$ cat src/logic/ocs_pkg.sv
// Constants and types for the output clock select and sync enable block
package ocs_pkg;

    localparam logic [7:0] OCS_ADDR_OUT_ONE  = 8'h62;
    localparam logic [7:0] OCS_ADDR_SYNC_EN  = 8'h63;

    localparam logic [7:0] OCS_OUT_ONE_RESET = 8'h80;
    localparam logic [7:0] OCS_SYNC_RESET    = 8'hC0;

    localparam int         OCS_SEL_MSB       = 7;
    localparam int         OCS_SEL_LSB       = 4;
    localparam int         OCS_MFRAME_BIT    = 7;
    localparam int         OCS_FRAME_BIT     = 6;

    localparam logic [7:0] OCS_OUT_ONE_MASK  = 8'hF0;
    localparam logic [7:0] OCS_SYNC_MASK     = 8'hC0;

    localparam logic [3:0] OCS_CODE_OFF      = 4'h0;
    localparam logic [3:0] OCS_CODE_2K       = 4'h1;
    localparam logic [3:0] OCS_CODE_PLLA_D2  = 4'h2;
    localparam logic [3:0] OCS_CODE_SPARE    = 4'h3;
    localparam logic [3:0] OCS_CODE_SYNTH_A  = 4'h4;
    localparam logic [3:0] OCS_CODE_PLLA     = 4'h5;
    localparam logic [3:0] OCS_CODE_PLLA_D16 = 4'h6;
    localparam logic [3:0] OCS_CODE_PLLA_D12 = 4'h7;
    localparam logic [3:0] OCS_CODE_PLLA_D8  = 4'h8;
    localparam logic [3:0] OCS_CODE_PLLA_D6  = 4'h9;
    localparam logic [3:0] OCS_CODE_PLLA_D4  = 4'hA;
    localparam logic [3:0] OCS_CODE_PLLB_D64 = 4'hB;
    localparam logic [3:0] OCS_CODE_PLLB_D48 = 4'hC;
    localparam logic [3:0] OCS_CODE_PLLB_UNK = 4'hD;
    localparam logic [3:0] OCS_CODE_PLLB_D8  = 4'hE;
    localparam logic [3:0] OCS_CODE_PLLB_D4  = 4'hF;

    localparam logic [6:0] OCS_DIV_1         = 7'h01;
    localparam logic [6:0] OCS_DIV_2         = 7'h02;
    localparam logic [6:0] OCS_DIV_4         = 7'h04;
    localparam logic [6:0] OCS_DIV_6         = 7'h06;
    localparam logic [6:0] OCS_DIV_8         = 7'h08;
    localparam logic [6:0] OCS_DIV_12        = 7'h0C;
    localparam logic [6:0] OCS_DIV_16        = 7'h10;
    localparam logic [6:0] OCS_DIV_48        = 7'h30;
    localparam logic [6:0] OCS_DIV_64        = 7'h40;

    typedef enum logic [2:0]
    {
        OCS_SRC_OFF,
        OCS_SRC_2K,
        OCS_SRC_SYNTH_A,
        OCS_SRC_PLL_A,
        OCS_SRC_PLL_B
    } ocs_src_e;

endpackage : ocs_pkg

$ cat src/logic/ocs_sel_if.sv
// Carrier between the register file and the selector decoder
`timescale 1ns/1ps
interface ocs_sel_if;
    import ocs_pkg::*;

    logic     [3:0] code;
    ocs_src_e       source;
    logic     [6:0] divide;

    modport regs (output code, input source, input divide);
    modport dec  (input code, output source, output divide);
endinterface : ocs_sel_if

$ cat src/logic/ocs_decode.sv
// Decoder from output-one selector code to source and divide ratio
`timescale 1ns/1ps
module ocs_decode
    import ocs_pkg::*;
(
    ocs_sel_if.dec sel // Selector code in, source and ratio out
);

    always_comb
    begin
        sel.source = OCS_SRC_OFF;
        sel.divide = OCS_DIV_1;
        case (sel.code)
            OCS_CODE_2K:       sel.source = OCS_SRC_2K;
            OCS_CODE_PLLA_D2:
            begin
                sel.source = OCS_SRC_PLL_A;
                sel.divide = OCS_DIV_2;
            end
            OCS_CODE_SYNTH_A:  sel.source = OCS_SRC_SYNTH_A;
            OCS_CODE_PLLA:     sel.source = OCS_SRC_PLL_A;
            OCS_CODE_PLLA_D16:
            begin
                sel.source = OCS_SRC_PLL_A;
                sel.divide = OCS_DIV_16;
            end
            OCS_CODE_PLLA_D12:
            begin
                sel.source = OCS_SRC_PLL_A;
                sel.divide = OCS_DIV_12;
            end
            OCS_CODE_PLLA_D8:
            begin
                sel.source = OCS_SRC_PLL_A;
                sel.divide = OCS_DIV_8;
            end
            OCS_CODE_PLLA_D6:
            begin
                sel.source = OCS_SRC_PLL_A;
                sel.divide = OCS_DIV_6;
            end
            OCS_CODE_PLLA_D4:
            begin
                sel.source = OCS_SRC_PLL_A;
                sel.divide = OCS_DIV_4;
            end
            OCS_CODE_PLLB_D64:
            begin
                sel.source = OCS_SRC_PLL_B;
                sel.divide = OCS_DIV_64;
            end
            OCS_CODE_PLLB_D48:
            begin
                sel.source = OCS_SRC_PLL_B;
                sel.divide = OCS_DIV_48;
            end
            OCS_CODE_PLLB_D8:
            begin
                sel.source = OCS_SRC_PLL_B;
                sel.divide = OCS_DIV_8;
            end
            OCS_CODE_PLLB_D4:
            begin
                sel.source = OCS_SRC_PLL_B;
                sel.divide = OCS_DIV_4;
            end
            // Spare and undefined ratio codes park the pin quietly
            default:
            begin
                sel.source = OCS_SRC_OFF;
                sel.divide = OCS_DIV_1;
            end
        endcase
    end

endmodule : ocs_decode

$ cat src/logic/ocs_top.sv
// Output-one clock selector and sync output enables with register port
`timescale 1ns/1ps

// Summary of operation
// - Upper nibble of output-one register selects clock on output one.
// - Code 0 off, 1 is 2 kHz, 4 synth clock, 5 undivided PLL A.
// - Codes 6-A divide PLL A; B, C, E, F divide PLL B by 64,48,8,4.
// - Output-one register is read/write, resets to 0x80, PLL A over eight.
// - Sync register bit 7 enables multiframe pulse, bit 6 frame pulse; reset 0xC0.
module ocs_top
    import ocs_pkg::*;
(
    input  wire logic       mclk,                 // System clock, 25 MHz
    input  wire logic       reset,                // Asynchronous reset, active high
    input  wire logic [7:0] reg_addr,             // Register address
    input  wire logic [7:0] reg_wdata,            // Write data
    input  wire logic       reg_wr,               // Write strobe, one cycle
    input  wire logic       reg_rd,               // Read strobe, one cycle
    output logic      [7:0] reg_rdata,            // Read data, valid cycle after strobe
    input  wire logic       frame_pulse_in,       // 8 kHz frame pulse from generator
    input  wire logic       multiframe_pulse_in,  // 2 kHz multiframe pulse from generator
    output ocs_src_e        clock_output_one_src, // Source feeding output one
    output logic      [6:0] clock_output_one_div, // Divide ratio on that source
    output logic            frame_pulse_out,      // Gated frame pulse
    output logic            multiframe_pulse_out  // Gated multiframe pulse
);

    ////////////////////////////////////////////////////////////////////////////////
    // Register file

    logic [7:0] out_one_reg;
    logic [7:0] out_one_next;
    logic [7:0] sync_reg;
    logic [7:0] sync_next;
    logic [7:0] rdata_reg;
    logic [7:0] rdata_next;

    function automatic logic [7:0] ocs_read(input logic [7:0] addr,
                                            input logic [7:0] one,
                                            input logic [7:0] sync);
        if (addr == OCS_ADDR_OUT_ONE)
            return one & OCS_OUT_ONE_MASK;
        else if (addr == OCS_ADDR_SYNC_EN)
            return sync & OCS_SYNC_MASK;
        else
            return 8'h00;
    endfunction : ocs_read

    always_comb
    begin
        out_one_next = out_one_reg;
        sync_next    = sync_reg;
        rdata_next   = rdata_reg;
        if (reg_wr && reg_addr == OCS_ADDR_OUT_ONE)
            out_one_next = reg_wdata & OCS_OUT_ONE_MASK;
        else if (reg_wr && reg_addr == OCS_ADDR_SYNC_EN)
            sync_next = reg_wdata & OCS_SYNC_MASK;
        if (reg_rd)
            rdata_next = ocs_read(reg_addr, out_one_reg, sync_reg);
    end

    always_ff @(posedge mclk or posedge reset)
    begin
        if (reset)
        begin
            out_one_reg <= OCS_OUT_ONE_RESET;
            sync_reg    <= OCS_SYNC_RESET;
            rdata_reg   <= 8'h00;
        end
        else
        begin
            out_one_reg <= out_one_next;
            sync_reg    <= sync_next;
            rdata_reg   <= rdata_next;
        end
    end

    assign reg_rdata = rdata_reg;

    ////////////////////////////////////////////////////////////////////////////////
    // Selector decode and output registers

    ocs_sel_if sel_bus ();

    assign sel_bus.code = out_one_reg[OCS_SEL_MSB:OCS_SEL_LSB];

    ocs_decode u_decode
    (
        .sel (sel_bus.dec)
    );

    ocs_src_e   src_reg;
    ocs_src_e   src_next;
    logic [6:0] div_reg;
    logic [6:0] div_next;
    logic       frame_reg;
    logic       frame_next;
    logic       mframe_reg;
    logic       mframe_next;

    // Pulses come from logic on mclk, so no synchroniser is needed
    always_comb
    begin
        src_next    = sel_bus.source;
        div_next    = sel_bus.divide;
        frame_next  = frame_pulse_in & sync_reg[OCS_FRAME_BIT];
        mframe_next = multiframe_pulse_in & sync_reg[OCS_MFRAME_BIT];
    end

    // Reset values match the decode of the reset selector, no glitch at release
    always_ff @(posedge mclk or posedge reset)
    begin
        if (reset)
        begin
            src_reg    <= OCS_SRC_PLL_A;
            div_reg    <= OCS_DIV_8;
            frame_reg  <= 1'b0;
            mframe_reg <= 1'b0;
        end
        else
        begin
            src_reg    <= src_next;
            div_reg    <= div_next;
            frame_reg  <= frame_next;
            mframe_reg <= mframe_next;
        end
    end

    assign clock_output_one_src = src_reg;
    assign clock_output_one_div = div_reg;
    assign frame_pulse_out      = frame_reg;
    assign multiframe_pulse_out = mframe_reg;
endmodule : ocs_top

$ cat config.mk
export PLATFORM = sky130hd
export DESIGN_NAME = ocs_top
export DESIGN_NICKNAME = d
export VERILOG_FILES = /design/src/logic/ocs_pkg.sv /design/src/logic/ocs_sel_if.sv /design/src/logic/ocs_decode.sv /design/src/logic/ocs_top.sv
export SDC_FILE = /design/constraint.sdc
export NUM_CORES = 1
export LEC_CHECK = 0
export BUFFER_PORTS_ARGS = -buffer_cell sky130_fd_sc_hd__clkbuf_2
export CORE_MARGIN = 2
export CORE_UTILIZATION = 44
export CTS_CLUSTER_DIAMETER = 150
export DETAILED_ROUTE_END_ITERATION = 8
export PLACE_DENSITY = 0.81
export SLEW_MARGIN = 20
export SYNTH_ARGS = -nofsm -noshare
export SYNTH_HDL_FRONTEND = slang
export SYNTH_HIERARCHICAL = 1
export SYNTH_SLANG_ARGS = --single-unit
$ cat constraint.sdc
create_clock -name mclk -period 1.5 [get_ports mclk]
set_input_delay 0.225 -clock mclk [delete_from_list [all_inputs] [get_ports mclk]]
set_output_delay 0.225 -clock mclk [all_outputs]
set_load 0.005 [all_outputs]
After elaboration in Yosys (flattened, before gate mapping)
Cells that the tools add are included.
{ "word_totals": {"register_bits": 26, "word_cells": 36} }
{ "classes": {"eq_ne": 15, "muxes": 4, "n_bitwise": 3, "reduce_logical": 7} }
{ "op_table": {"columns": ["op", "count"], "rows": [
  ["one-hot mux 7 bit (8 select lines)", 1],
  ["equality test 4 bit, second input constant", 7],
  ["equality test 4 x 3 -> 1 bit, second input constant", 4],
  ["equality test 8 x 7 -> 1 bit, second input constant", 2],
  ["2-to-1 mux 8 bit", 2],
  ["one-hot mux 3 bit (4 select lines)", 1],
  ["OR reduction 7 bit", 1],
  ["equality test 4 x 1 -> 1 bit, second input constant", 1],
  ["equality test 4 x 2 -> 1 bit, second input constant", 1],
  ["OR reduction 2 bit", 2],
  ["OR reduction 4 bit", 1],
  ["bitwise AND 1 bit", 2],
  ["logical AND 1 bit", 2],
  ["AND reduction 2 bit", 1],
  ["inverter 1 bit", 1]
]} }

Depth between registers and ports, before layout
Gate-level depths: netlist of the first run.
{ "depth": {"word_depth": 4, "mapped_depth": 3} }

Hierarchy
The synthesis of the first run kept the hierarchy.
{ "modules_own_cells": {"columns": ["module", "instances", "cells_each", "area_each_um2", "seq_area_each_um2"], "rows": [
  ["ocs_top", 1, 58, 827.0, 558.0],
  ["ocs_decode", 1, 29, 212.7, 0.0]
]} }

Least setup slack after synthesis of the first run
Ideal clock, no wire load.
{ "synth_path": {"path_type": "input-to-reg", "startpoint": "input port reg_addr[7]", "endpoint": "register sync_reg[6]", "setup_time_ns": 0.082, "t_arrival_ns": 1.084, "setup_slack_ns": 0.334, "path_stages": 3, "n_path_buf": 0, "path_cell_list": "and4bb_1 > and4_1 > mux2_2"} }
{ "synth_between": {"elab_chain_len": 4, "word_cells_on_any_way": 6, "cone_classes": "eq/ne (2); bitwise (1); reduce/logical (3)"} }
{ "synth_rtl": {"columns": ["element", "line", "source"], "rows": [
  ["from (decl)", "ocs_top.sv:15", "input wire logic [7:0] reg_addr,"],
  ["equality test 8 x 7 -> 1 bit", "ocs_top.sv:54", "if (reg_wr && reg_addr == OCS_ADDR_OUT_ONE)"],
  ["logical AND 1 bit", "ocs_top.sv:54", null],
  ["inverter 1 bit (no line)", null, null],
  ["AND reduction 2 bit (no line) (*)", null, null],
  ["to (signal assigned)", "ocs_top.sv:73", "sync_reg <= sync_next;"],
  ["to (decl)", "ocs_top.sv:33", "logic [7:0] sync_reg;"]
]} }
Every way passes the cells marked *; elsewhere a longest branch is shown, timed or not.
A chain may end at the register's enable or synchronous reset.

Worst setup path after layout of the first run
{ "layout_path": {"startpoint": "register out_one_reg[4]", "endpoint": "register div_reg[2], in the netlist clock_output_one_div[2]"} }
{ "layout_between": {"elab_chain_len": 3, "word_cells_on_any_way": 13, "cone_classes": "eq/ne (10); mux (1); reduce/logical (2)"} }
{ "layout_rtl": {"columns": ["element", "line", "source"], "rows": [
  ["from (decl)", "ocs_top.sv:31", "logic [7:0] out_one_reg;"],
  ["from (signal assigned)", "ocs_top.sv:72", "out_one_reg <= out_one_next;"],
  ["equality test 4 bit", "ocs_decode.sv:13", "case (sel.code)"],
  ["OR reduction 2 bit (no line)", null, null],
  ["one-hot mux 7 bit (8 select lines) (*)", "ocs_decode.sv:13", null],
  ["named net div_next[2]", "ocs_top.sv:95", "logic [6:0] div_next;"],
  ["to (signal assigned)", "ocs_top.sv:123", "div_reg <= div_next;"],
  ["to (decl)", "ocs_top.sv:94", "logic [6:0] div_reg;"]
]} }
The timed path passes the listed nets; every way through them passes the cells marked *.

==> flow_summary_export.csv, run 1 <==
group,metric,value,unit
timing,finalHoldViolations,0,
worst_setup_path,worstSetupStartpointType,"flip-flop",
synthesis,ys_warn_count,6,
die,die_w,52.6,um
min_path,hp-class,"in -> reg",
finish,antennaDiodeCount,0,
finish,fin_util,0.568,
finish,finalNetCount,144,
drt,drc_errors,0,
global_route,track_usage,0.130,
finish,final_common_cell,"clkbuf_2",
job,maxCapViolations,0,
synthesis,synth.area.top_cells,"dfrtp_1 (39%), dfstp_2 (15%), mux2_1 (4.3%), mux2_2 (4.3%), o22ai_1 (3.0%)",
global_route,antenna_found_initial,0,
placed_design,placed_cells,144,
pwr,p_seq_frac,0.539,
die,coreArea,2230,um2
die,die-area,2770,um2
finish,syn_to_final_growth,22.0,%
worst_setup_path,worst-path-max-fanout,16,
worst_setup_path,path_cells,"and4bb_2 -> a311o_1",
drt,drt_first_pass_iters,1,
drt,routed_via_density,4.92,
timing,worst_hold_slack,0.124,ns
finish,layout-drive-gt1-share,0.438,
worst_setup_path,cp.arrival,1.48,ns
synthesis,yosys.area.top_type,"dfrtp_1",
die,fp.dieH,52.6,um
clocking,clk_latency,0.30,ns
timing,drv_slew,0,
finish,fin_cells,149,
clocking,numCtsBuffers,3,
drt,routed-via-count,733,
clocking,cts_tree,"done",
clocking,hold_buffers,1,
synthesis,synth_compound_area_frac,0.0854,
timing,grt_setup_unrepaired,"false",
drt,antenna_left,0,
clocking,cts_resized,0,
clocking,cts-root-buf,"clkbuf_4",
synthesis,syn_inst,87,
synthesis,synth.top_cell.area_share,0.385,
synthesis,netlist_area,1040,um2
drt,wl,1690,um
timing,fmax,768,MHz
clocking,max-clock-path-buffers,2,
clocking,clk_pin_slew_worst_paths,0.12,ns
drt,wl_per_cell,11.3,um
placed_design,portBuffers,33,
clocking,clock_sinks,22,
worst_setup_path,critPathMaxStageDelay,0.63,ns
pwr,ir_worst_vdd,0.494,mV
die,rows,17,
synthesis,synth-adder-area-share,0,
worst_setup_path,crit_path_top_delay_cell,"dfrtp_1",
placed_design,dp_hpwl,1310,um
pwr,p_per_area,945,nW/um2
clocking,htreeDepth,1,
synthesis,syn_area_per_cell,12.0,um2
timing,finalSetupViolCount,0,
pwr,p_sw,0.243,mW
timing,tns,0,ns
synthesis,synth_cell_types,38,
synthesis,synth_xor_area_frac,0.0168,
synthesis,synth_mux_area_frac,0.0866,
synthesis,synth_top_family_by_area,"simple AND/OR/NAND/NOR gates",
pwr,clockPowerShare,0.368,
timing,post-route-min-period,1.30,ns
die,initial_core_util,0.466,
worst_setup_path,path_class,"reg -> reg",
timing,layout_worst_path_cycle_share,0.868,
finish,largest_register_ffs,7,
worst_setup_path,cp-end-kind,"flip-flop",
placed_design,place_congestion,0.740,
worst_setup_path,cp.required,1.68,ns
pwr,p_leak,0.628,nW
die,io_pins,42,
drt,drt_iter0_markers,0,
synthesis,ys_ff_latch,22,
global_route,grt-ovfl-total,0,
global_route,grt_pass1_vias,622,
synthesis,synthSimpleGateAreaFrac,0.195,
global_route,grt_max_degree,23,
pwr,pwr-share-comb,0.094,
timing,finClkSkew,0.00902,ns
global_route,grt_pass1_wl,2720,um
pwr,intPower,0.956,mW
finish,layout_common_cells,"clkbuf_2 (33), dfrtp_1 (16), nand2_1 (8), dfstp_2 (6)",
pwr,power.total,1.20,mW
synthesis,ys_seq_area_frac,0.537,
clocking,cts_setup_buffers,0,
outcome,status,"finished clean",
pwr,swShare,0.203,
## layer usage
layer,up-vias,track usage,wire [um]
li1,365,-,-
met1,342,0.175,768
met2,26,0.223,816
met3,0,0.0171,106
met4,0,0.0256,0
met5,-,0,0
## final timing paths
check	start	end	slack, ns	cells after the start
max in group asynchronous	reset	clock_output_one_div[3]	0.76	4
worst max-delay path	out_one_reg[4]	clock_output_one_div[2]	0.20	2
worst min-delay path	multiframe_pulse_in	multiframe_pulse_out	0.12	2
worst max register to register	out_one_reg[4]	clock_output_one_div[2]	0.20	2
min in group asynchronous	reset	frame_pulse_out	0.46	4
worst min register to register	reg_rdata[4]	reg_rdata[4]	0.54	2
## per-stage QoR
step | area [um2] | setup WS, ns
2_1_floorplan | 1050 | 0.334
3_3_place_gp | 1210 | 0.213
3_5_place_dp | 1210 | 0.194
4_1_cts | 1270 | 0.209
5_1_grt | 1270 | 0.117
6_report | 1270 | 0.198
## critical path: cells and delay by family, from the launching register on
kind             cells  cell delay, ns
AND/OR/NAND/NOR      1            0.28
AO/OA/AOI/OAI        1            0.28
flip-flops           1            0.63
## power groups by stage
stage | Sequential [mW] | Combinational [mW] | Clock (mW)
after CTS | 0.646 | 0.114 | 0.457
final | 0.646 | 0.112 | 0.441
after global placement | 0.656 | 0.108 | 0
after floorplan | 0.647 | 0.0787 | 0
after detailed placement | 0.657 | 0.112 | 0
after global routing | 0.651 | 0.127 | 0.479
## logic make-up after synthesis
group / after synthesis
compound gates: 12
xor+xnor: 2
buf+inv: 14
flops: 22
mux: 8
other cells: 1
simple gates: 28
## synth_stat cells
| master | n |
|---|---|
| dfrtp_1 | 16 |
| nand2_1 | 8 |
| dfstp_2 | 6 |
| inv_1 | 5 |
| o22ai_1 | 5 |
| buf_4 | 4 |
| mux2_1 | 4 |
| mux2_2 | 4 |
| buf_2 | 3 |
| a21boi_0 | 2 |
| and2_1 | 2 |
| nor3b_1 | 2 |
| a21oi_1 | 1 |
| a311o_1 | 1 |
| a31o_2 | 1 |
| and2b_1 | 1 |
| and4_1 | 1 |
| and4bb_1 | 1 |
| and4bb_2 | 1 |
| buf_6 | 1 |
| clkbuf_1 | 1 |
| conb_1 | 1 |
| nand2b_1 | 1 |
| nand3_2 | 1 |
| nand3b_1 | 1 |
| nor2_1 | 1 |
| nor2b_1 | 1 |
| nor3_1 | 1 |
| nor4b_1 | 1 |
| nor4b_4 | 1 |
| nor4bb_1 | 1 |
| o211a_1 | 1 |
| o31a_1 | 1 |
| or2b_1 | 1 |
| or3_1 | 1 |
| or3b_1 | 1 |
| xnor2_1 | 1 |
| xor2_1 | 1 |
## final cells by class
type	count	area (um2)
Fill cell	223	965
Clock inverter	1	30.0
Tap cell	28	35.0
Sequential cell	22	558
Inverter	5	18.8
Clock buffer	3	22.5
Multi-Input combinational cell	54	414
Timing Repair Buffer	36	190
Power figures use the tool's default switching activity.
==> run 2, diff against run 1 <==
- clock period: 1.5 -> 1.7 ns (I/O delays scaled with it)
==> flow_summary_export.csv, run 2 (same netlist as run 1, synthesis figures left out) <==
group,metric,value,unit
placed_design,place_congestion,0.734,
clocking,clk_pin_slew_worst_paths,0.12,ns
drt,drt_iter0_markers,10,
worst_setup_path,startpoint,"out_one_reg[6]",
timing,drv_slew,0,
placed_design,placed_cells,143,
die,die_w,52.6,um
timing,finalSetupViolCount,0,
clocking,max-clock-path-buffers,2,
die,initial_core_util,0.466,
die,fp.dieH,52.6,um
drt,routed-via-count,742,
clocking,numCtsBuffers,3,
global_route,grt_pass1_wl,2790,um
drt,drt_first_pass_iters,4,
worst_setup_path,cp.arrival,1.47,ns
drt,wl_per_cell,11.3,um
worst_setup_path,crit_path_top_delay_cell,"dfrtp_1",
worst_setup_path,critPathMaxStageDelay,0.61,ns
clocking,cts_setup_buffers,0,
finish,finalNetCount,143,
finish,fillers,206,
pwr,ir_worst_vdd,0.466,mV
worst_setup_path,reg2reg_slack,0.42,ns
clocking,cts_resized,0,
finish,layout-drive-gt1-share,0.433,
worst_setup_path,rr_endpoint,"clock_output_one_div[2]",
worst_setup_path,cp-endpoint,"clock_output_one_div[2]",
worst_setup_path,worst-path-max-fanout,15,
die,rows,17,
worst_setup_path,worstSetupStartpointType,"flip-flop",
timing,finClkSkew,0.00293,ns
clocking,hold_buffers,1,
timing,post-route-min-period,1.28,ns
die,die-area,2770,um2
finish,layout_common_cells,"clkbuf_2 (33), dfrtp_1 (16), nand2_1 (8), dfstp_2 (6)",
global_route,antenna_found_initial,0,
worst_setup_path,cp.required,1.89,ns
timing,fmax,781,MHz
global_route,grt_pass1_vias,662,
global_route,grt-ovfl-total,0,
worst_setup_path,r2r-start,"out_one_reg[6]",
outcome,status,"finished clean",
finish,largest_register_ffs,7,
drt,wl,1670,um
clocking,cts-root-buf,"clkbuf_4",
global_route,grt_max_degree,23,
drt,drc_errors,0,
finish,fin_cells,148,
worst_setup_path,worst-r2r-cell-count,2,
finish,fin_util,0.557,
global_route,track_usage,0.137,
timing,finalHoldViolations,0,
drt,antenna_left,0,
worst_setup_path,path_cells,"and4bb_2 -> a311o_1",
die,coreArea,2230,um2
timing,grt_setup_unrepaired,"false",
pwr,p_per_area,760,nW/um2
min_path,hp-class,"in -> reg",
placed_design,portBuffers,33,
worst_setup_path,path_class,"reg -> reg",
drt,routed_via_density,5.01,
clocking,htreeDepth,1,
timing,tns,0,ns
timing,layout_worst_path_cycle_share,0.753,
clocking,clock_sinks,22,
die,io_pins,42,
clocking,clk_latency,0.30,ns
pwr,p_leak,0.616,nW
clocking,cts_tree,"done",
finish,final_common_cell,"clkbuf_2",
worst_setup_path,cp-end-kind,"flip-flop",
finish,antennaDiodeCount,0,
finish,syn_to_final_growth,19.7,%
placed_design,dp_hpwl,1280,um
job,maxCapViolations,0,
## run 2: worst min path at each step
stage	startpoint	endpoint	slack, ns	depth (start not counted)
after floorplan	reset	clock_output_one_div[0]	0.24	1
after global placement	reset	frame_pulse_out	0.27	3
after detailed placement	reset	frame_pulse_out	0.28	3
after CTS	multiframe_pulse_in	multiframe_pulse_out	0.15	2
after global routing	reg_wdata[4]	out_one_reg[4]	0.15	2
final	multiframe_pulse_in	multiframe_pulse_out	0.16	2
## run 2: power by group
part	leakage (nW)	total (mW)	switching [mW]	internal, mW
Combinational	0.315	0.0955	0.0418	0.0537
Clock	0.0210	0.279	0.149	0.131
Sequential	0.280	0.571	0.0213	0.550
Total	0.616	0.946	0.212	0.734
## run 2: critical path: cells and delay by family, from the launching register on
family          cells  cell delay [ns]
compound gates      1             0.27
flops               1             0.61
simple gates        1             0.28
## run 2: area by class of cell
class	count	area, um2	area share
Timing Repair Buffer	35	183	0.147
Multi-Input combinational cell	54	414	0.333
Tap cell	28	35.0	0.0281
Clock buffer	4	36.3	0.0291
Inverter	5	18.8	0.0151
Sequential cell	22	558	0.448
## run 2: metrics by stage
step / hold WS (ns) / instance area [um2] / total power [mW] / worst slack (ns)
after floorplan: 0.240 / 1050 / 0.640 / 0.504
after global placement: 0.271 / 1200 / 0.672 / 0.382
after detailed placement: 0.280 / 1200 / 0.676 / 0.366
after CTS: 0.150 / 1240 / 0.961 / 0.419
after global routing: 0.149 / 1240 / 0.996 / 0.341
final: 0.159 / 1240 / 0.946 / 0.419
## run 2: per-layer routing
| layer | up-vias | GRT usage | part of all wire |
|---|---|---|---|
| met1 | 348 | 0.178 | 0.44 |
| met4 | 0 | 0.0513 | 0.0084 |
| met3 | 2 | 0.0371 | 0.075 |
| li1 | 362 | - | - |
| met2 | 30 | 0.217 | 0.47 |
| met5 | - | 0 | 0 |
